File: src/common/bringup_pkg.sv
/*
 * Start-up block constants: addresses, fields, commands, reset values.
 * Assumes 12-bit addresses and 8-bit registers.
 */
package bringup_pkg;
    localparam int          NUM_LANES     = 8;
    localparam int          ADDR_W        = 12;
    localparam int          INSTR_W       = 16;
    localparam int          DATA_W        = 8;
    // ====
    // Register addresses
    localparam logic [11:0] A_IRQ_STATUS  = 12'h024;
    localparam logic [11:0] A_PLL_REF     = 12'h084;
    localparam logic [11:0] A_DP_OPTS     = 12'h111;
    localparam logic [11:0] A_MASTER_PWR  = 12'h200;
    localparam logic [11:0] A_LANE_PD     = 12'h201;
    localparam logic [11:0] A_CDR_CTL     = 12'h206;
    localparam logic [11:0] A_CDR_RATE    = 12'h230;
    localparam logic [11:0] A_PLL_CTL     = 12'h280;
    localparam logic [11:0] A_PLL_STAT    = 12'h281;
    localparam logic [11:0] A_PLL_DIV     = 12'h289;
    localparam logic [11:0] A_PLL_OVR     = 12'h29e;
    localparam logic [11:0] A_TCAL_FIRST  = 12'h2a7;
    localparam logic [11:0] A_TCAL_SECOND = 12'h2ae;
    localparam logic [11:0] A_LINK_EN     = 12'h300;
    localparam logic [11:0] A_SCRAMBLE    = 12'h453;
    localparam logic [11:0] A_SUBCLASS    = 12'h458;
    localparam logic [11:0] A_VERSION     = 12'h459;
    localparam logic [11:0] A_CHECKSUM    = 12'h45d;
    localparam logic [11:0] A_CGS_STAT    = 12'h470;
    localparam logic [11:0] A_FS_STAT     = 12'h471;
    localparam logic [11:0] A_CKS_STAT    = 12'h472;
    localparam logic [11:0] A_ILS_STAT    = 12'h473;
    localparam logic [11:0] A_DFR_RESET   = 12'h475;
    localparam logic [11:0] A_SIRQ_FIRST  = 12'h4ba;
    localparam logic [11:0] A_SIRQ_SECOND = 12'h4bb;
    // ====
    // Fields and commands
    localparam logic [7:0]  DP_WR_MASK    = 8'hd7;
    localparam int          DP_INVSINC    = 7;
    localparam int          DP_OSC        = 6;
    localparam int          DP_FILTER_BANDWIDTH_SELECT    = 4;
    localparam int          DP_MODULUS    = 2;
    localparam int          DP_SIDEBAND   = 1;
    localparam int          DP_HB_INTERP  = 0;
    localparam int          FLD3_LSB      = 5;
    localparam int          FLD2_LSB      = 4;
    localparam int          DFR_RST_BIT   = 3;
    localparam int          SCRAMBLE_BIT  = 7;
    localparam int          IRQ_W         = 5;
    localparam logic [7:0]  PLL_ENABLE    = 8'h03;
    localparam logic [7:0]  CMD_ONE       = 8'h01;
    localparam logic [7:0]  POWER_ON      = 8'h00;
    // ====
    // Reset values
    localparam logic [7:0]  RST_MASTER    = 8'h01;
    localparam logic [7:0]  RST_DFR       = 8'h09;
    localparam logic [7:0]  RST_ZERO      = 8'h00;
endpackage

File: src/verilog/cfg_serial_port.sv
/*
 * Serial configuration port: read flag, 12-bit address in the low bits of a 15-bit field, one data byte,
 * MSB first, mode 0. Assumes sclk_i below one eighth of core_clk_i.
 */
`timescale 1ns/100ps
module cfg_serial_port import bringup_pkg::*; (
    input  wire logic              core_clk_i,  // core clock
    input  wire logic              rst_i,       // synchronous reset
    input  wire logic              sclk_i,      // serial clock pin
    input  wire logic              csn_i,       // chip select, active low
    input  wire logic              mosi_i,      // serial data in
    output logic                   miso_o,      // serial data out
    output logic                   miso_oe_o,   // serial out enable
    output logic [ADDR_W-1:0]      addr_o,      // register address
    output logic [DATA_W-1:0]      wdata_o,     // write data
    output logic                   wr_o,        // write strobe, one cycle
    input  wire logic [DATA_W-1:0] rdata_i      // read data for addr_o
);
    typedef struct packed {
        logic [2:0]         sclk;
        logic [1:0]         csn;
        logic [1:0]         mosi;
        logic [4:0]         cnt;
        logic [15:0]        sh;
        logic               rd;
        logic [ADDR_W-1:0]  addr;
        logic [DATA_W-1:0]  tx;
        logic [DATA_W-1:0]  wdata;
        logic               wr;
    } port_t;

    port_t q;
    port_t n;
    logic  rise;
    logic  fall;

    // ====
    // Edge detection reads only the second and third synchroniser stages.
    assign rise = q.sclk[1] & ~q.sclk[2];
    assign fall = ~q.sclk[1] & q.sclk[2];

    always_comb begin
        n      = q;
        n.sclk = {q.sclk[1:0], sclk_i};
        n.csn  = {q.csn[0], csn_i};
        n.mosi = {q.mosi[0], mosi_i};
        n.wr   = 1'b0;
        if (q.csn[1]) begin
            n.cnt = '0;
        end else if (rise) begin
            n.sh  = {q.sh[14:0], q.mosi[1]};
            n.cnt = q.cnt + 5'h01;
            if (q.cnt == 5'(INSTR_W - 1)) begin
                n.rd   = q.sh[14];
                n.addr = {q.sh[ADDR_W-2:0], q.mosi[1]};
            end
            if (q.cnt == 5'(INSTR_W + DATA_W - 1) && !q.rd) begin
                n.wdata = {q.sh[DATA_W-2:0], q.mosi[1]};
                n.wr    = 1'b1;
            end
        end else if (fall && q.rd) begin
            if (q.cnt == 5'(INSTR_W)) begin
                n.tx = rdata_i;
            end else if (q.cnt > 5'(INSTR_W)) begin
                n.tx = {q.tx[DATA_W-2:0], 1'b0};
            end
        end
    end

    always_ff @(posedge core_clk_i) begin
        if (rst_i) begin
            q      <= '0;
            q.csn  <= 2'h3;
        end else begin
            q <= n;
        end
    end

    assign miso_o    = q.tx[DATA_W-1];
    assign miso_oe_o = ~q.csn[1] & q.rd & (q.cnt >= 5'(INSTR_W));
    assign addr_o    = q.addr;
    assign wdata_o   = q.wdata;
    assign wr_o      = q.wr;
endmodule

File: src/verilog/link_bringup.sv
/*
 * Register file and start-up control of an eight-lane receive link.
 * Assumes lane status and PLL lock are asynchronous, events on core_clk_i.
 */
//
// Behaviour
// Host sets datapath option bits, reserved zero
// Host sets recovery half-rate and divider
// Host sets two-bit PLL divider first
// Host sets reference rate in bits 5:4
// Master power zero enables the block
// 0x09 holds the deframer in reset
// Bit 7 enables lane descrambling
// Subclass field: 000 class 0, 001 class 1
// Host sets version field to serial-link mode
// Host writes lane 0 configuration checksum
// 0x01 releases the deframer
// Each lane power bit powers down lane
// 0x01 starts termination calibration
// Host writes 0x1F PLL override first
// 0x03 enables the PLL
// PLL lock reads in status bit 0
// Far transmitter ready before links enabled
// Link enable 0x01 starts bring-up
// Four per-lane status bytes, 0xFF when good
// Ones clear latched lane interrupts
// 0x00 resets recovery, 0x01 enables it
// Ones clear main interrupt flags
// Host disables links before configuring them
// Host sets lane count and interpolation rate; no register holds them here (lanes fixed at 8)
`timescale 1ns/100ps
module link_bringup import bringup_pkg::*; (
    input  wire logic                 core_clk_i,   // 25 MHz core clock
    input  wire logic                 rst_i,        // synchronous reset
    input  wire logic                 sclk_i,       // serial clock pin
    input  wire logic                 csn_i,        // chip select, low
    input  wire logic                 mosi_i,       // serial data in
    output logic                      miso_o,       // serial data out
    output logic                      miso_oe_o,    // serial out enable
    input  wire logic                 pll_locked_i, // PLL lock, async
    input  wire logic [NUM_LANES-1:0] lane_cgs_i,   // code group sync
    input  wire logic [NUM_LANES-1:0] lane_fs_i,    // frame sync
    input  wire logic [NUM_LANES-1:0] lane_cks_i,   // checksum good
    input  wire logic [NUM_LANES-1:0] lane_ils_i,   // initial lane sync
    input  wire logic [IRQ_W-1:0]     irq_event_i,  // datapath events
    output logic                      inverse_sinc_enable_o,       // opt
    output logic                      oscillator_mix_enable_o,     // opt
    output logic                      filter_bandwidth_select_o,   // opt
    output logic                      fractional_modulus_enable_o, // opt
    output logic                      sideband_select_o,           // opt
    output logic                      half_band_interp_enable_o,   // opt
    output logic                      serdes_enable_o,  // block powered
    output logic [NUM_LANES-1:0]      lane_pd_o,        // lane power-down
    output logic                      cdr_enable_o,     // recovery on
    output logic [7:0]                cdr_rate_o,       // recovery rate
    output logic                      pll_enable_o,     // PLL on
    output logic [1:0]                pll_div_o,        // PLL divider
    output logic [1:0]                pll_ref_rate_o,   // ref clock rate
    output logic [7:0]                pll_override_o,   // PLL override
    output logic                      tcal_first_o,     // cal pulse 1
    output logic                      tcal_second_o,    // cal pulse 2
    output logic                      deframer_rst_o,   // deframer reset
    output logic                      descramble_o,     // descramble on
    output logic [2:0]                subclass_o,       // latency class
    output logic [2:0]                version_o,        // link version
    output logic [7:0]                checksum_o,       // lane 0 checksum
    output logic                      link_enable_o,    // links enabled
    output logic                      link_up_o         // link running
);
    typedef enum logic [1:0] {
        ST_IDLE = 2'b00,
        ST_LOCK = 2'b01,
        ST_SYNC = 2'b11,
        ST_RUN  = 2'b10
    } link_st_t;

    typedef struct packed {
        logic [7:0]           dp;
        logic [7:0]           ref_rate;
        logic [7:0]           mpwr;
        logic [7:0]           lane_pd;
        logic [7:0]           cdr_ctl;
        logic [7:0]           cdr_rate;
        logic [7:0]           pll_ctl;
        logic [7:0]           pll_div;
        logic [7:0]           pll_ovr;
        logic [7:0]           tcal1;
        logic [7:0]           tcal2;
        logic [7:0]           link_en;
        logic [7:0]           scr;
        logic [7:0]           subcl;
        logic [7:0]           ver;
        logic [7:0]           cks;
        logic [7:0]           dfr;
        logic [IRQ_W-1:0]     irq;
        logic [7:0]           sirq1;
        logic                 sirq2;
        logic                 lock_m;
        logic                 lock_s;
        logic [4*NUM_LANES-1:0] stat_m;
        logic [4*NUM_LANES-1:0] stat_s;
        logic [NUM_LANES-1:0] cgs_p;
        logic [NUM_LANES-1:0] fs_p;
        logic                 cal1;
        logic                 cal2;
        link_st_t             st;
    } state_t;

    state_t                 q;
    state_t                 n;
    logic [ADDR_W-1:0]      addr;
    logic [DATA_W-1:0]      wdata;
    logic                   wr;
    logic [DATA_W-1:0]      rdata;
    logic                   locked;
    logic                   link_on;
    logic [NUM_LANES-1:0]   active;
    logic [NUM_LANES-1:0]   cgs;
    logic [NUM_LANES-1:0]   fs;
    logic [NUM_LANES-1:0]   cks;
    logic [NUM_LANES-1:0]   ils;

    // ====
    // Serial configuration port
    cfg_serial_port u_port (
        .core_clk_i (core_clk_i),
        .rst_i      (rst_i),
        .sclk_i     (sclk_i),
        .csn_i      (csn_i),
        .mosi_i     (mosi_i),
        .miso_o     (miso_o),
        .miso_oe_o  (miso_oe_o),
        .addr_o     (addr),
        .wdata_o    (wdata),
        .wr_o       (wr),
        .rdata_i    (rdata)
    );

    // A lane reports success only while it is powered, the link is enabled and the PLL is locked.
    function automatic logic [NUM_LANES-1:0] lane_view(
        input logic [NUM_LANES-1:0] raw,
        input logic [NUM_LANES-1:0] pd,
        input logic                 on
    );
        lane_view = raw & ~pd & {NUM_LANES{on}};
    endfunction

    function automatic logic hit(
        input logic [ADDR_W-1:0] a,
        input logic [ADDR_W-1:0] reg_a,
        input logic              stb
    );
        hit = stb && (a == reg_a);
    endfunction

    // ====
    // Derived conditions
    assign locked  = q.lock_s & (q.pll_ctl == PLL_ENABLE);
    assign link_on = q.link_en[0]
                   & (q.mpwr == POWER_ON)
                   & ~q.dfr[DFR_RST_BIT]
                   & q.cdr_ctl[0]
                   & (q.pll_ctl == PLL_ENABLE);
    assign active  = ~q.lane_pd;
    assign cgs = lane_view(q.stat_s[NUM_LANES-1:0], q.lane_pd,
                           link_on & locked);
    assign fs  = lane_view(q.stat_s[2*NUM_LANES-1:NUM_LANES], q.lane_pd,
                           link_on & locked);
    assign cks = lane_view(q.stat_s[3*NUM_LANES-1:2*NUM_LANES], q.lane_pd,
                           link_on & locked);
    assign ils = lane_view(q.stat_s[4*NUM_LANES-1:3*NUM_LANES], q.lane_pd,
                           link_on & locked);

    // ====
    // Read multiplexer; unmapped addresses read as zero.
    always_comb begin
        case (addr)
            A_IRQ_STATUS:  rdata = {{(8-IRQ_W){1'b0}}, q.irq};
            A_PLL_REF:     rdata = q.ref_rate;
            A_DP_OPTS:     rdata = q.dp;
            A_MASTER_PWR:  rdata = q.mpwr;
            A_LANE_PD:     rdata = q.lane_pd;
            A_CDR_CTL:     rdata = q.cdr_ctl;
            A_CDR_RATE:    rdata = q.cdr_rate;
            A_PLL_CTL:     rdata = q.pll_ctl;
            A_PLL_STAT:    rdata = {7'h00, locked};
            A_PLL_DIV:     rdata = q.pll_div;
            A_PLL_OVR:     rdata = q.pll_ovr;
            A_TCAL_FIRST:  rdata = q.tcal1;
            A_TCAL_SECOND: rdata = q.tcal2;
            A_LINK_EN:     rdata = q.link_en;
            A_SCRAMBLE:    rdata = q.scr;
            A_SUBCLASS:    rdata = q.subcl;
            A_VERSION:     rdata = q.ver;
            A_CHECKSUM:    rdata = q.cks;
            A_CGS_STAT:    rdata = cgs;
            A_FS_STAT:     rdata = fs;
            A_CKS_STAT:    rdata = cks;
            A_ILS_STAT:    rdata = ils;
            A_DFR_RESET:   rdata = q.dfr;
            A_SIRQ_FIRST:  rdata = q.sirq1;
            A_SIRQ_SECOND: rdata = {7'h00, q.sirq2};
            default:       rdata = 8'h00;
        endcase
    end

    // ====
    // Next state
    always_comb begin
        n        = q;
        n.lock_m = pll_locked_i;
        n.lock_s = q.lock_m;
        n.stat_m = {lane_ils_i, lane_cks_i, lane_fs_i, lane_cgs_i};
        n.stat_s = q.stat_m;
        n.cgs_p  = cgs;
        n.fs_p   = fs;
        n.cal1   = 1'b0;
        n.cal2   = 1'b0;

        if (wr) begin
            case (addr)
                A_PLL_REF:     n.ref_rate = wdata;
                A_DP_OPTS:     n.dp = wdata & DP_WR_MASK;
                A_MASTER_PWR:  n.mpwr = wdata;
                A_LANE_PD:     n.lane_pd = wdata;
                A_CDR_CTL:     n.cdr_ctl = wdata;
                A_CDR_RATE:    n.cdr_rate = wdata;
                A_PLL_CTL:     n.pll_ctl = wdata;
                A_PLL_DIV:     n.pll_div = wdata;
                A_PLL_OVR:     n.pll_ovr = wdata;
                A_TCAL_FIRST: begin
                    n.tcal1 = wdata;
                    n.cal1  = (wdata == CMD_ONE);
                end
                A_TCAL_SECOND: begin
                    n.tcal2 = wdata;
                    n.cal2  = (wdata == CMD_ONE);
                end
                A_LINK_EN:     n.link_en = wdata;
                A_SCRAMBLE:    n.scr = wdata;
                A_SUBCLASS:    n.subcl = wdata;
                A_VERSION:     n.ver = wdata;
                A_CHECKSUM:    n.cks = wdata;
                A_DFR_RESET:   n.dfr = wdata;
                default:       ;
            endcase
        end

        // Sticky flags: a new event in the clearing cycle survives.
        n.irq = (q.irq & ~(hit(addr, A_IRQ_STATUS, wr)
                ? wdata[IRQ_W-1:0] : {IRQ_W{1'b0}}))
              | irq_event_i;
        n.sirq1 = (q.sirq1 & ~(hit(addr, A_SIRQ_FIRST, wr)
                  ? wdata : 8'h00))
                | (q.cgs_p & ~cgs & {NUM_LANES{q.st == ST_RUN}});
        n.sirq2 = (q.sirq2 & ~(hit(addr, A_SIRQ_SECOND, wr) & wdata[0]))
                | (|(q.fs_p & ~fs) & (q.st == ST_RUN));

        // Bring-up sequence; any loss of enables or lock drops it to idle.
        case (q.st)
            ST_IDLE: begin
                if (link_on) begin
                    n.st = ST_LOCK;
                end
            end
            ST_LOCK: begin
                if (!link_on) begin
                    n.st = ST_IDLE;
                end else if (locked) begin
                    n.st = ST_SYNC;
                end
            end
            ST_SYNC: begin
                if (!link_on || !locked) begin
                    n.st = ST_IDLE;
                end else if (cgs == active && ils == active) begin
                    n.st = ST_RUN;
                end
            end
            ST_RUN: begin
                if (!link_on || !locked) begin
                    n.st = ST_IDLE;
                end else if (cgs != active) begin
                    n.st = ST_SYNC;
                end
            end
            default: n.st = ST_IDLE;
        endcase
    end

    // ====
    // State register
    always_ff @(posedge core_clk_i) begin
        if (rst_i) begin
            q      <= '0;
            q.mpwr <= RST_MASTER;
            q.dfr  <= RST_DFR;
            q.st   <= ST_IDLE;
        end else begin
            q <= n;
        end
    end

    // ====
    // Outputs
    assign inverse_sinc_enable_o       = q.dp[DP_INVSINC];
    assign oscillator_mix_enable_o     = q.dp[DP_OSC];
    assign filter_bandwidth_select_o   = q.dp[DP_FILTER_BANDWIDTH_SELECT];
    assign fractional_modulus_enable_o = q.dp[DP_MODULUS];
    assign sideband_select_o           = q.dp[DP_SIDEBAND];
    assign half_band_interp_enable_o   = q.dp[DP_HB_INTERP];
    assign serdes_enable_o  = (q.mpwr == POWER_ON);
    assign lane_pd_o        = q.lane_pd;
    assign cdr_enable_o     = q.cdr_ctl[0];
    assign cdr_rate_o       = q.cdr_rate;
    assign pll_enable_o     = (q.pll_ctl == PLL_ENABLE);
    assign pll_div_o        = q.pll_div[1:0];
    assign pll_ref_rate_o   = q.ref_rate[FLD2_LSB+1:FLD2_LSB];
    assign pll_override_o   = q.pll_ovr;
    assign tcal_first_o     = q.cal1;
    assign tcal_second_o    = q.cal2;
    assign deframer_rst_o   = q.dfr[DFR_RST_BIT];
    assign descramble_o     = q.scr[SCRAMBLE_BIT];
    assign subclass_o       = q.subcl[FLD3_LSB+2:FLD3_LSB];
    assign version_o        = q.ver[FLD3_LSB+2:FLD3_LSB];
    assign checksum_o       = q.cks;
    assign link_enable_o    = q.link_en[0];
    assign link_up_o        = (q.st == ST_RUN);
endmodule
File: config.mk
export PLATFORM = sky130hd
export DESIGN_NAME = link_bringup
export DESIGN_NICKNAME = d
export VERILOG_FILES = /design/src/common/bringup_pkg.sv /design/src/verilog/cfg_serial_port.sv /design/src/verilog/link_bringup.sv
export SDC_FILE = /design/constraint.sdc
export NUM_CORES = 1
export LEC_CHECK = 0
export BUFFER_PORTS_ARGS = -buffer_cell sky130_fd_sc_hd__buf_2
export CORE_MARGIN = 3
export CORE_UTILIZATION = 34
export CTS_CLUSTER_SIZE = 10
export DETAILED_ROUTE_END_ITERATION = 8
export PLACE_DENSITY_LB_ADDON = 0.12
export SLEW_MARGIN = 20
export SYNTH_ARGS = -nofsm -noshare
export SYNTH_HDL_FRONTEND = slang
export SYNTH_SLANG_ARGS = --single-unit
File: constraint.sdc
create_clock -name core_clk_i -period 3.1 [get_ports core_clk_i]
set_input_delay 0.155 -clock core_clk_i [delete_from_list [all_inputs] [get_ports core_clk_i]]
set_output_delay 0.155 -clock core_clk_i [all_outputs]
set_load 0.005 [all_outputs]
; ---- After elaboration in Yosys (flattened, before gate mapping)
; Cells that the tools add are included.
[classes]
n_addsub = 1
order_cmp = 2
n_eq_ne = 40
n_mux = 14
bitwise_logic = 43
n_reduce_logical = 40
[op_table]
columns = op, count
row1 = case mux 8 bit (25 select lines), 1
row2 = == test 12 x 10 -> 1 bit (second input constant), 11
row3 = == test 12 x 11 -> 1 bit (second input constant), 11
row4 = AND 8 bit, 12
row5 = AND reduction 2 bit, 18
row6 = inverter 8 bit, 4
row7 = two-way mux 8 bit, 3
row8 = == test 8 bit, 2
row9 = two-way mux 2 bit, 7
row10 = AND 1 bit, 13
row11 = == test 12 x 6 -> 1 bit (second input constant), 1
row12 = == test 12 x 8 -> 1 bit (second input constant), 1
row13 = == test 12 x 9 -> 1 bit (second input constant), 1
row14 = == test 5 bit (second input constant), 2
row15 = inverter 1 bit, 9
row16 = OR reduction 3 bit, 3
row17 = == test 8 x 1 -> 1 bit (second input constant), 1
row18 = == test 8 x 2 -> 1 bit (second input constant), 1
row19 = zero test 8 bit, 1
row20 = != test 8 bit, 1
row21 = OR 8 bit, 1
row22 = case mux 2 bit (4 select lines), 1
row23 = AND reduction 4 bit, 2
row24 = OR reduction 8 bit, 1
row25 = 22 further kinds, 32
[totals]
register_bits = 291
wordCells = 179

; ---- Longest topological paths before layout
; Gate-level depths: netlist (run 1).
[logic_depth]
word_depth = 12
ltp_mapped = 10
mapped_depth_nobuf = 8

; ---- Modules after synthesis
; A second synthesis (run 1) with hierarchy kept.
[unflattened]
cells_unflattened = 1468
area_unflattened_um2 = 12475.7
[modules_own_cells]
columns = module, instances, cells_each, area_per_inst_um2, seq_area_each_um2
row1 = link_bringup, 1, 1196, 10038.4, 4684.5
row2 = cfg_serial_port, 1, 272, 2437.3, 1141.1

; ---- Worst setup path before layout (run 1)
; No wires, ideal clock.
[synth_path]
kind = register -> register
startpoint = reg u_port.q (netlist bit u_port.addr_o[0])
endpoint = reg u_port.q (netlist bit u_port.miso_o)
setup_time_ns = 0.069
arrival_ns = 2.303
path_slack_ns = 0.728
stages_incl_launch_ff = 10
n_path_buf = 2
period_less_slack_ns = 2.372
cell_sequence = dfxtp_1 buf_6 or4_4 buf_6 nor4_4 nor4_1 nand4_1 nor3_1 or4_4 o21ai_1
[synth_via]
elab_chain_len = 3
word_cells_on_any_way = 27
classes_between = 25 x eq/ne / 2 x mux
[synth_rtl]
columns = element, line_no
row1 = from (decl), cfg_serial_port.sv:32  ; port_t q;
row2 = from (signal assigned), cfg_serial_port.sv:75  ; q <= n;
row3 = == test 12 x 11 -> 1 bit (tied with other cells), link_bringup.sv:177  ; case (addr)
row4 = case mux 8 bit (25 select lines) *, link_bringup.sv:177
row5 = two-way mux 8 bit *, cfg_serial_port.sv:62  ; if (q.cnt == 5'(INSTR_W)) begin
; Every way passes the cells marked *; elsewhere a longest branch is shown, timed or not.
; A chain may end at the register's enable or synchronous reset.

; ---- Worst setup path after layout (run 1)
[layout_path]
startpoint = reg u_port.q (netlist bit u_port.addr_o[6])
endpoint = reg u_port.q (netlist bit u_port.miso_o)
; Same word-level chain as after synthesis.

==> results of run 1 <==
-- cells by family (layout without fill, tap and decap cells) --
group,Yosys count,after routing,share of synthesized area [%]
muxes,24,24,2.15
AOI/OAI and AO/OA,313,313,15.7
and+or+nand+nor,670,670,27.7
adders and majority gates,3,3,0.303
buffers and inverters,177,277,6.88
xor gates and xnor gates,3,3,0.212
DFF,291,291,47.1
-- power by group --
| part | internal [mW] | leakage (nW) | total [mW] | switching [mW] |
|---|---|---|---|---|
| Sequential | 3.79 | 2.36 | 3.82 | 0.0277 |
| Clock | 2.38 | 0.541 | 3.96 | 1.58 |
| Combinational | 0.0901 | 2.33 | 0.184 | 0.0942 |
| Total | 6.26 | 5.23 | 7.97 | 1.70 |
-- cell type report --
cell class	count	area, µm²	area share [%]
inverter	12	45.0	0.306
sequential	291	5830	39.6
tap	461	577	3.92
clock buffer	51	1070	7.27
clock inverter	4	27.5	0.187
multi-input combinational	1013	5710	38.7
timing repair buffer	210	1470	10.0
-- flip-flops by register name, summed over array words and instances, names as in the netlist, 3 cells and up --
register and count:
cdr_rate_o 8, checksum_o 8, lane_pd_o 8, n 33
pll_override_o 8, q 147, subclass_o 3, u_port.addr_o 12
u_port.n 4, u_port.q 31, u_port.wdata_o 8, version_o 3
-- Yosys cell counts, types with 3 or more instances --
cell type  number
mux2i_1        21
ha_1            3
o21ai_0         4
or4b_1          4
a22oi_1        34
or4_1           4
nor4_1         22
buf_2           8
nor2b_1        82
clkbuf_1      107
nand3_1       113
nand2b_1        7
and3_1         12
a211oi_1        3
a222oi_1        4
o22ai_1         3
buf_4          43
o2bb2ai_1       3
and4b_1         4
o21ai_1         7
or3b_2          3
nor4b_1        15
dfxtp_1       291
nor2_1         59
nand2_1       271
a22o_1         16
buf_1           4
a32oi_1        14
and2_1          8
nor4_4          4
a211o_1         3
a221oi_1       12
a21oi_1       186
nor3_1         22
o31ai_1         5
inv_1          12
nand4_1        13
a221o_1         4
a2111oi_0       4
-- timing repair --
action,in CTS,in global routing
hold buffers,41,0
resized for setup,1,0
endpoints found under the setup margin,1,0
endpoints found under the hold margin,41,0
-- through the flow --
| step | util [%] | setup slack (ns) | hold slack (ns) |
|---|---|---|---|
| floorplan | - | 0.728 | 0.259 |
| global placement | 37.0 | -0.154 | 0.361 |
| detailed placement | 37.0 | -0.00807 | 0.357 |
| CTS | 41.2 | 0.100 | 0.151 |
| global route | 41.2 | 0.00272 | 0.167 |
| finish | 41.2 | 0.0815 | 0.127 |
-- final timing paths --
kind,from,to,slack (ns),depth (start not counted)
min reg2reg,u_port.n[54],u_port.q[54],0.41,1
max,u_port.addr_o[6],u_port.miso_o,0.08,8
min,rst_i,u_port.n[57],0.13,2
max reg2reg,u_port.addr_o[6],u_port.miso_o,0.08,8
-- layer usage --
layer,up-vias,routed length (µm),global-route usage (%)
met5,-,0,0
met4,0,1400,6.84
met3,83,2370,2.96
li1,5320,-,-
met1,5354,20300,30.7
met2,365,20100,35.8
==> metrics.txt, run 1 <==
outcome complete, no violations; Max Clock Freq 0.331 GHz; CORE AREA 35,700 µm²; RSZ-0062 raised after global routing no; initial core utilization roughly a third; CP Cell Sequence or2_1 -> nor4_4 -> buf_4 -> a22o_1 -> a221oi_1 -> nand4_1 -> a2111oi_1 -> o21ai_1; area delta synth->final 19.0%; Routed Wire Length between 40,000 and 50,000 µm; ys async rst share 0%; Tmin final 3.02 ns; fillers 3,673; pwr dens between 500 and 600 nW/µm²; maxcap violations 0; max incr delay on CP about 0.60 ns; commonest non-fill, non-tap cell in the layout dfxtp_1; crit path buf inv count 1; length of the first detailed-routing pass in iterations 5; number of nets in the layout about 1,600; register area share after synthesis approximately 47%; Num CTS Buffers 37; Critical Path Start Type flop; Tcrit/Tclk final roughly 97%; Synth area leader dfxtp_1; most frequent cells in the layout dfxtp_1 (290), nand2_1 (271), a21oi_1 (186); Vias about 11,000; top-area cell type share of the netlist area 47.1%; Post-Synthesis Cells ~1,500; setup violators final 0; Area contributors post-synth dfxtp_1 (47%), nand2_1 (8.2%), a21oi_1 (7.5%), nand3_1 (4.6%), nor2b_1 (4.1%); post-layout power 7.97 mW; Synth Warn # 0; Worst Skew around 0.02 ns; Synth Area per Inst ~8.4 µm²; H-tree depth 2; Post-Syn Nets about 1,500; GRT Total Usage between 20% and 30%; Placed Instances between 1,500 and 2,000; Longest Clk Path Bufs 3; CTS Root Buffer Type clkbuf_16; share of layout cells above drive strength 1 15.1%; Worst-Margin Slew about 1.1 ns; GRT overflow 0; Fin Setup TNS 0 ns; Max Fanout on Critical Path 14; n_diodes 0; vias per cell ~5.4; Slew headroom between 20 and 30%; CP top delay family compound AO/OA/AOI/OAI gates; number of port buffers just over 100; Worst EP arrival around 3.4 ns; final instance area between 10,000 and 15,000 µm²; Core Rows 69; DR WL/cell ~22 µm; Final Non-Filler Cells roughly 2,000; first-pass GRT wire length between 60,000 and 70,000 µm; slowest cell on the critical path a2111oi_1; residual DRC count 0; antenna viol nets, final 0; DRT iter0 DRCs 968; die area just under 40,000 µm²; count of final hold-check violations 0; LEAKAGE about 5.2 nW; postcts setup bufs 0; worst min path class input pin to flop; CP Capture Type flop; RePlAce Congestion ~0.94; number of flops mapped to enable cells by yosys 0; max-slew violations 0; hpwl dp between 30,000 and 40,000 µm; Netlist cell types 73; Clock Sinks about 290; I/O pin cnt 102; die span in y approximately 200 µm; DIE WIDTH a little under 200 µm; critical path class flop to flop; Cell Area, Synth ~12,000 µm²; largest net degree at the start of global routing about 130; CP required about 3.5 ns; CTS tree built; placed inst area roughly 13,000 µm²; clk slew on worst S/H paths around 0.06 ns; synthesis-stage register bit count between 200 and 300; Primary FF master, synth dfxtp_1; initial antenna violation count 1; worst skew pair latency between 0.5 and 0.6 ns; maximum vdd drop around 0.0004 V; vias in the first global route ~11,000
No activity file was read; power rests on OpenSTA's default activity.
==> run 2, diff against run 1 <==
--- a/config.mk
+++ b/config.mk
@@ -6,6 +6,7 @@
 export NUM_CORES = 1
 export LEC_CHECK = 0
 export BUFFER_PORTS_ARGS = -buffer_cell sky130_fd_sc_hd__buf_2
+export CORE_ASPECT_RATIO = 0.7
 export CORE_MARGIN = 3
 export CORE_UTILIZATION = 34
 export CTS_CLUSTER_SIZE = 10
==> run 2 against run 1 <==
Net effect:
- via count up 1.3%
- flip-flop and latch count unchanged
- hold slack improved by 0.0013 ns
- largest power group is now sequential cells
- clock power is 11% lower
- die area is essentially flat
- maximum frequency rose by 2.4%
- total power decreased by 5.2%
- critical path type unchanged
- first-iteration DRC count grew 6.1%
- global-route usage rose by 1.2 points
- sequential share of layout area increased by 0.38 points
- non-clock buffer count is 3 higher
- core utilization increased by 0.14 points
==> metrics.txt, run 2 (synthesis gave the netlist of run 1 again) <==
outcome complete, no violations; initial antenna violation count 0 (-1); hpwl dp 31,700 µm (+4.0%); Core Rows 57 (-17%); GRT Total Usage 23.3% (+1.2 points); sequential fraction of design power 50.6% (+2.7 points); RSZ-0062 raised after global routing no; fin util 41.4% (+0.14 points); Setup WS pre-CTS 0.178 ns (+0.186 ns); Tcrit/Tclk final 95.1% (-2.2 points); DRT iter0 DRCs 1,027 (+6.1%); Max Fanout on Critical Path 17 (+3); most frequent cells in the layout dfxtp_1 (287), nand2_1 (271), a21oi_1 (186); FF-to-FF End u_port.miso_o; DR WL/cell 22.4 µm (+3.6%); Fin Setup TNS 0 ns (unchanged); critical path class flop to flop; DIE WIDTH 234 µm (+19%); CP required 3.50 ns (about the same); initial core utilization 35.1% (+0.43 points); crit path from u_port.addr_o[6]; vias per cell 5.52 (+1.3%); max-slew violations 0 (unchanged); Num CTS Buffers 35 (-5.4%); Critical Path Start Type flop; H-tree depth 2 (unchanged); largest net degree at the start of global routing 110 (-13%); Routed Wire Length 45,800 µm (+3.6%); CTS Root Buffer Type clkbuf_16; share of layout cells above drive strength 1 15.0% (-0.15 points); hold path depth 2 (unchanged); Vias 11,300 (+1.3%); Worst Skew 0.0223 ns (+0.00223 ns); CP Capture Type flop; postcts setup bufs 0 (unchanged); length of the first detailed-routing pass in iterations 7 (+2); maxcap violations 0 (unchanged); cell internal pwr 5.92 mW (-5.6%); n_diodes 0 (unchanged); Worst EP arrival 3.35 ns (-0.06 ns); RePlAce Congestion 0.919 (-1.9%); GRT overflow 0 (unchanged); max reg flops 147 (unchanged); clk slew on worst S/H paths 0.06 ns (about the same); first-pass GRT wire length 68,900 µm (+3.9%); Tmin final 2.95 ns (-0.0694 ns); CORE AREA 35,300 µm² (-1.2%); number of port buffers 101 (unchanged); Net Sw Power 1.63 mW (-4.1%); Worst-Margin Slew 1.23 ns (+0.148 ns); maximum vdd drop 0.000263 V (-33%); area delta synth->final 18.0%; Longest Clk Path Bufs 3 (unchanged); number of nets in the layout 1,612 (+0.062%); Clock Sinks 291 (unchanged); worst r2r src u_port.addr_o[6]; hold endpoint u_port.q[57]; Slew headroom 17.9% (-9.9 points); clock share of power 46.9% (-2.8 points); antenna viol nets, final 0 (unchanged); worst skew pair latency 0.52 ns (about the same); worst min path class input pin to flop; residual DRC count 0 (unchanged); commonest non-fill, non-tap cell in the layout dfxtp_1; count of final hold-check violations 0 (unchanged); die span in y 166 µm (-16%); Max Clock Freq 0.339 GHz (+2.4%); I/O pin cnt 102 (unchanged); switching part of the total power 21.6% (+0.26 points); largest register by flop count q; setup violators final 0 (unchanged); vias in the first global route 10,800 (+1.8%); pwr dens 517 nW/µm² (-4.4%); HP Start rst_i; die area 38,800 µm² (about the same); Final WS setup 0.151 ns (+0.0694 ns); WHS 0.128 ns (+0.00130 ns); Logic pwr share 2.5% (+0.2 points); worst reg2reg setup slack 0.15 ns (+0.07 ns); R2R depth 8 (unchanged); CTS tree built; LEAKAGE 5.15 nW (-1.5%)
==> run 2: changes by cell type in the layout (fill, tap and decap cells not counted), moves of 2 or more <==
cell,before,now
clkbuf_8,5,1
dfxtp_1,290,287
dfxtp_2,0,3
clkbuf_1,7,3
buf_4,65,67
clkbuf_16,39,35
clkinv_2,2,0
==> run 2: power groups by stage <==
| stage | Clock (mW) | Sequential, mW | Combinational, mW |
|---|---|---|---|
| after floorplan | 0 | 3.88 | 0.0957 |
| after global placement | 0 | 3.90 | 0.148 |
| after detailed placement | 0 | 3.90 | 0.149 |
| after CTS | 3.63 | 3.82 | 0.188 |
| after global routing | 3.77 | 3.82 | 0.209 |
| final | 3.54 | 3.82 | 0.188 |
==> run 2: final cells by class <==
class | instances | area (µm²)
multi-input cells | 1013 | 5710
flip-flops and latches | 291 | 5830
inverters | 12 | 45.0
clock buffers | 39 | 901
well taps | 472 | 591
fillers | 3594 | 20700
repair buffers | 213 | 1510
clock inverters | 2 | 16.3
==> run 2: metal layers <==
layer | share of wire [%] | vias up | track usage, %
li1 | - | 5314 | -
met1 | 49 | 5483 | 35.8
met4 | 2.0 | 0 | 5.56
met3 | 7.8 | 65 | 5.10
met2 | 41 | 404 | 32.7
met5 | 0 | - | 0
==> run 2: metrics by stage <==
stage	power [mW]	cells	cell area, µm²
after floorplan	3.98	1481	12400
after global placement	4.05	1960	13300
after detailed placement	4.05	1960	13300
after CTS	7.64	2042	14600
after global routing	7.80	2042	14600
final	7.55	2042	14600
==> run 2: what timing repair did <==
item | in CTS | in global routing
hold endpoints to repair | 41 | 0
setup endpoints to repair | 0 | 1
gates resized for setup | 0 | 1
hold buffers | 41 | 0
==> run 2: how the worst max path moves through the flow <==
stage               endpoint  cells after the start  slack (ns)
6_report       u_port.miso_o                      8        0.15
5_1_grt        u_port.miso_o                      8        0.05
4_1_cts        u_port.miso_o                      8        0.17
3_5_place_dp   u_port.miso_o                      8        0.18
3_3_place_gp   u_port.miso_o                      8        0.22
2_1_floorplan  u_port.miso_o                      9        0.73
==> run 2: worst max-delay path, stage by stage (launching register included) <==
cell and delay (ns):
dfxtp_1 0.56, or2_1 0.36, nor4_4 0.12, buf_4 0.22, a22o_1 0.19, a221oi_1 0.52
nand4_1 0.32, a2111oi_0 0.45, o21ai_1 0.09
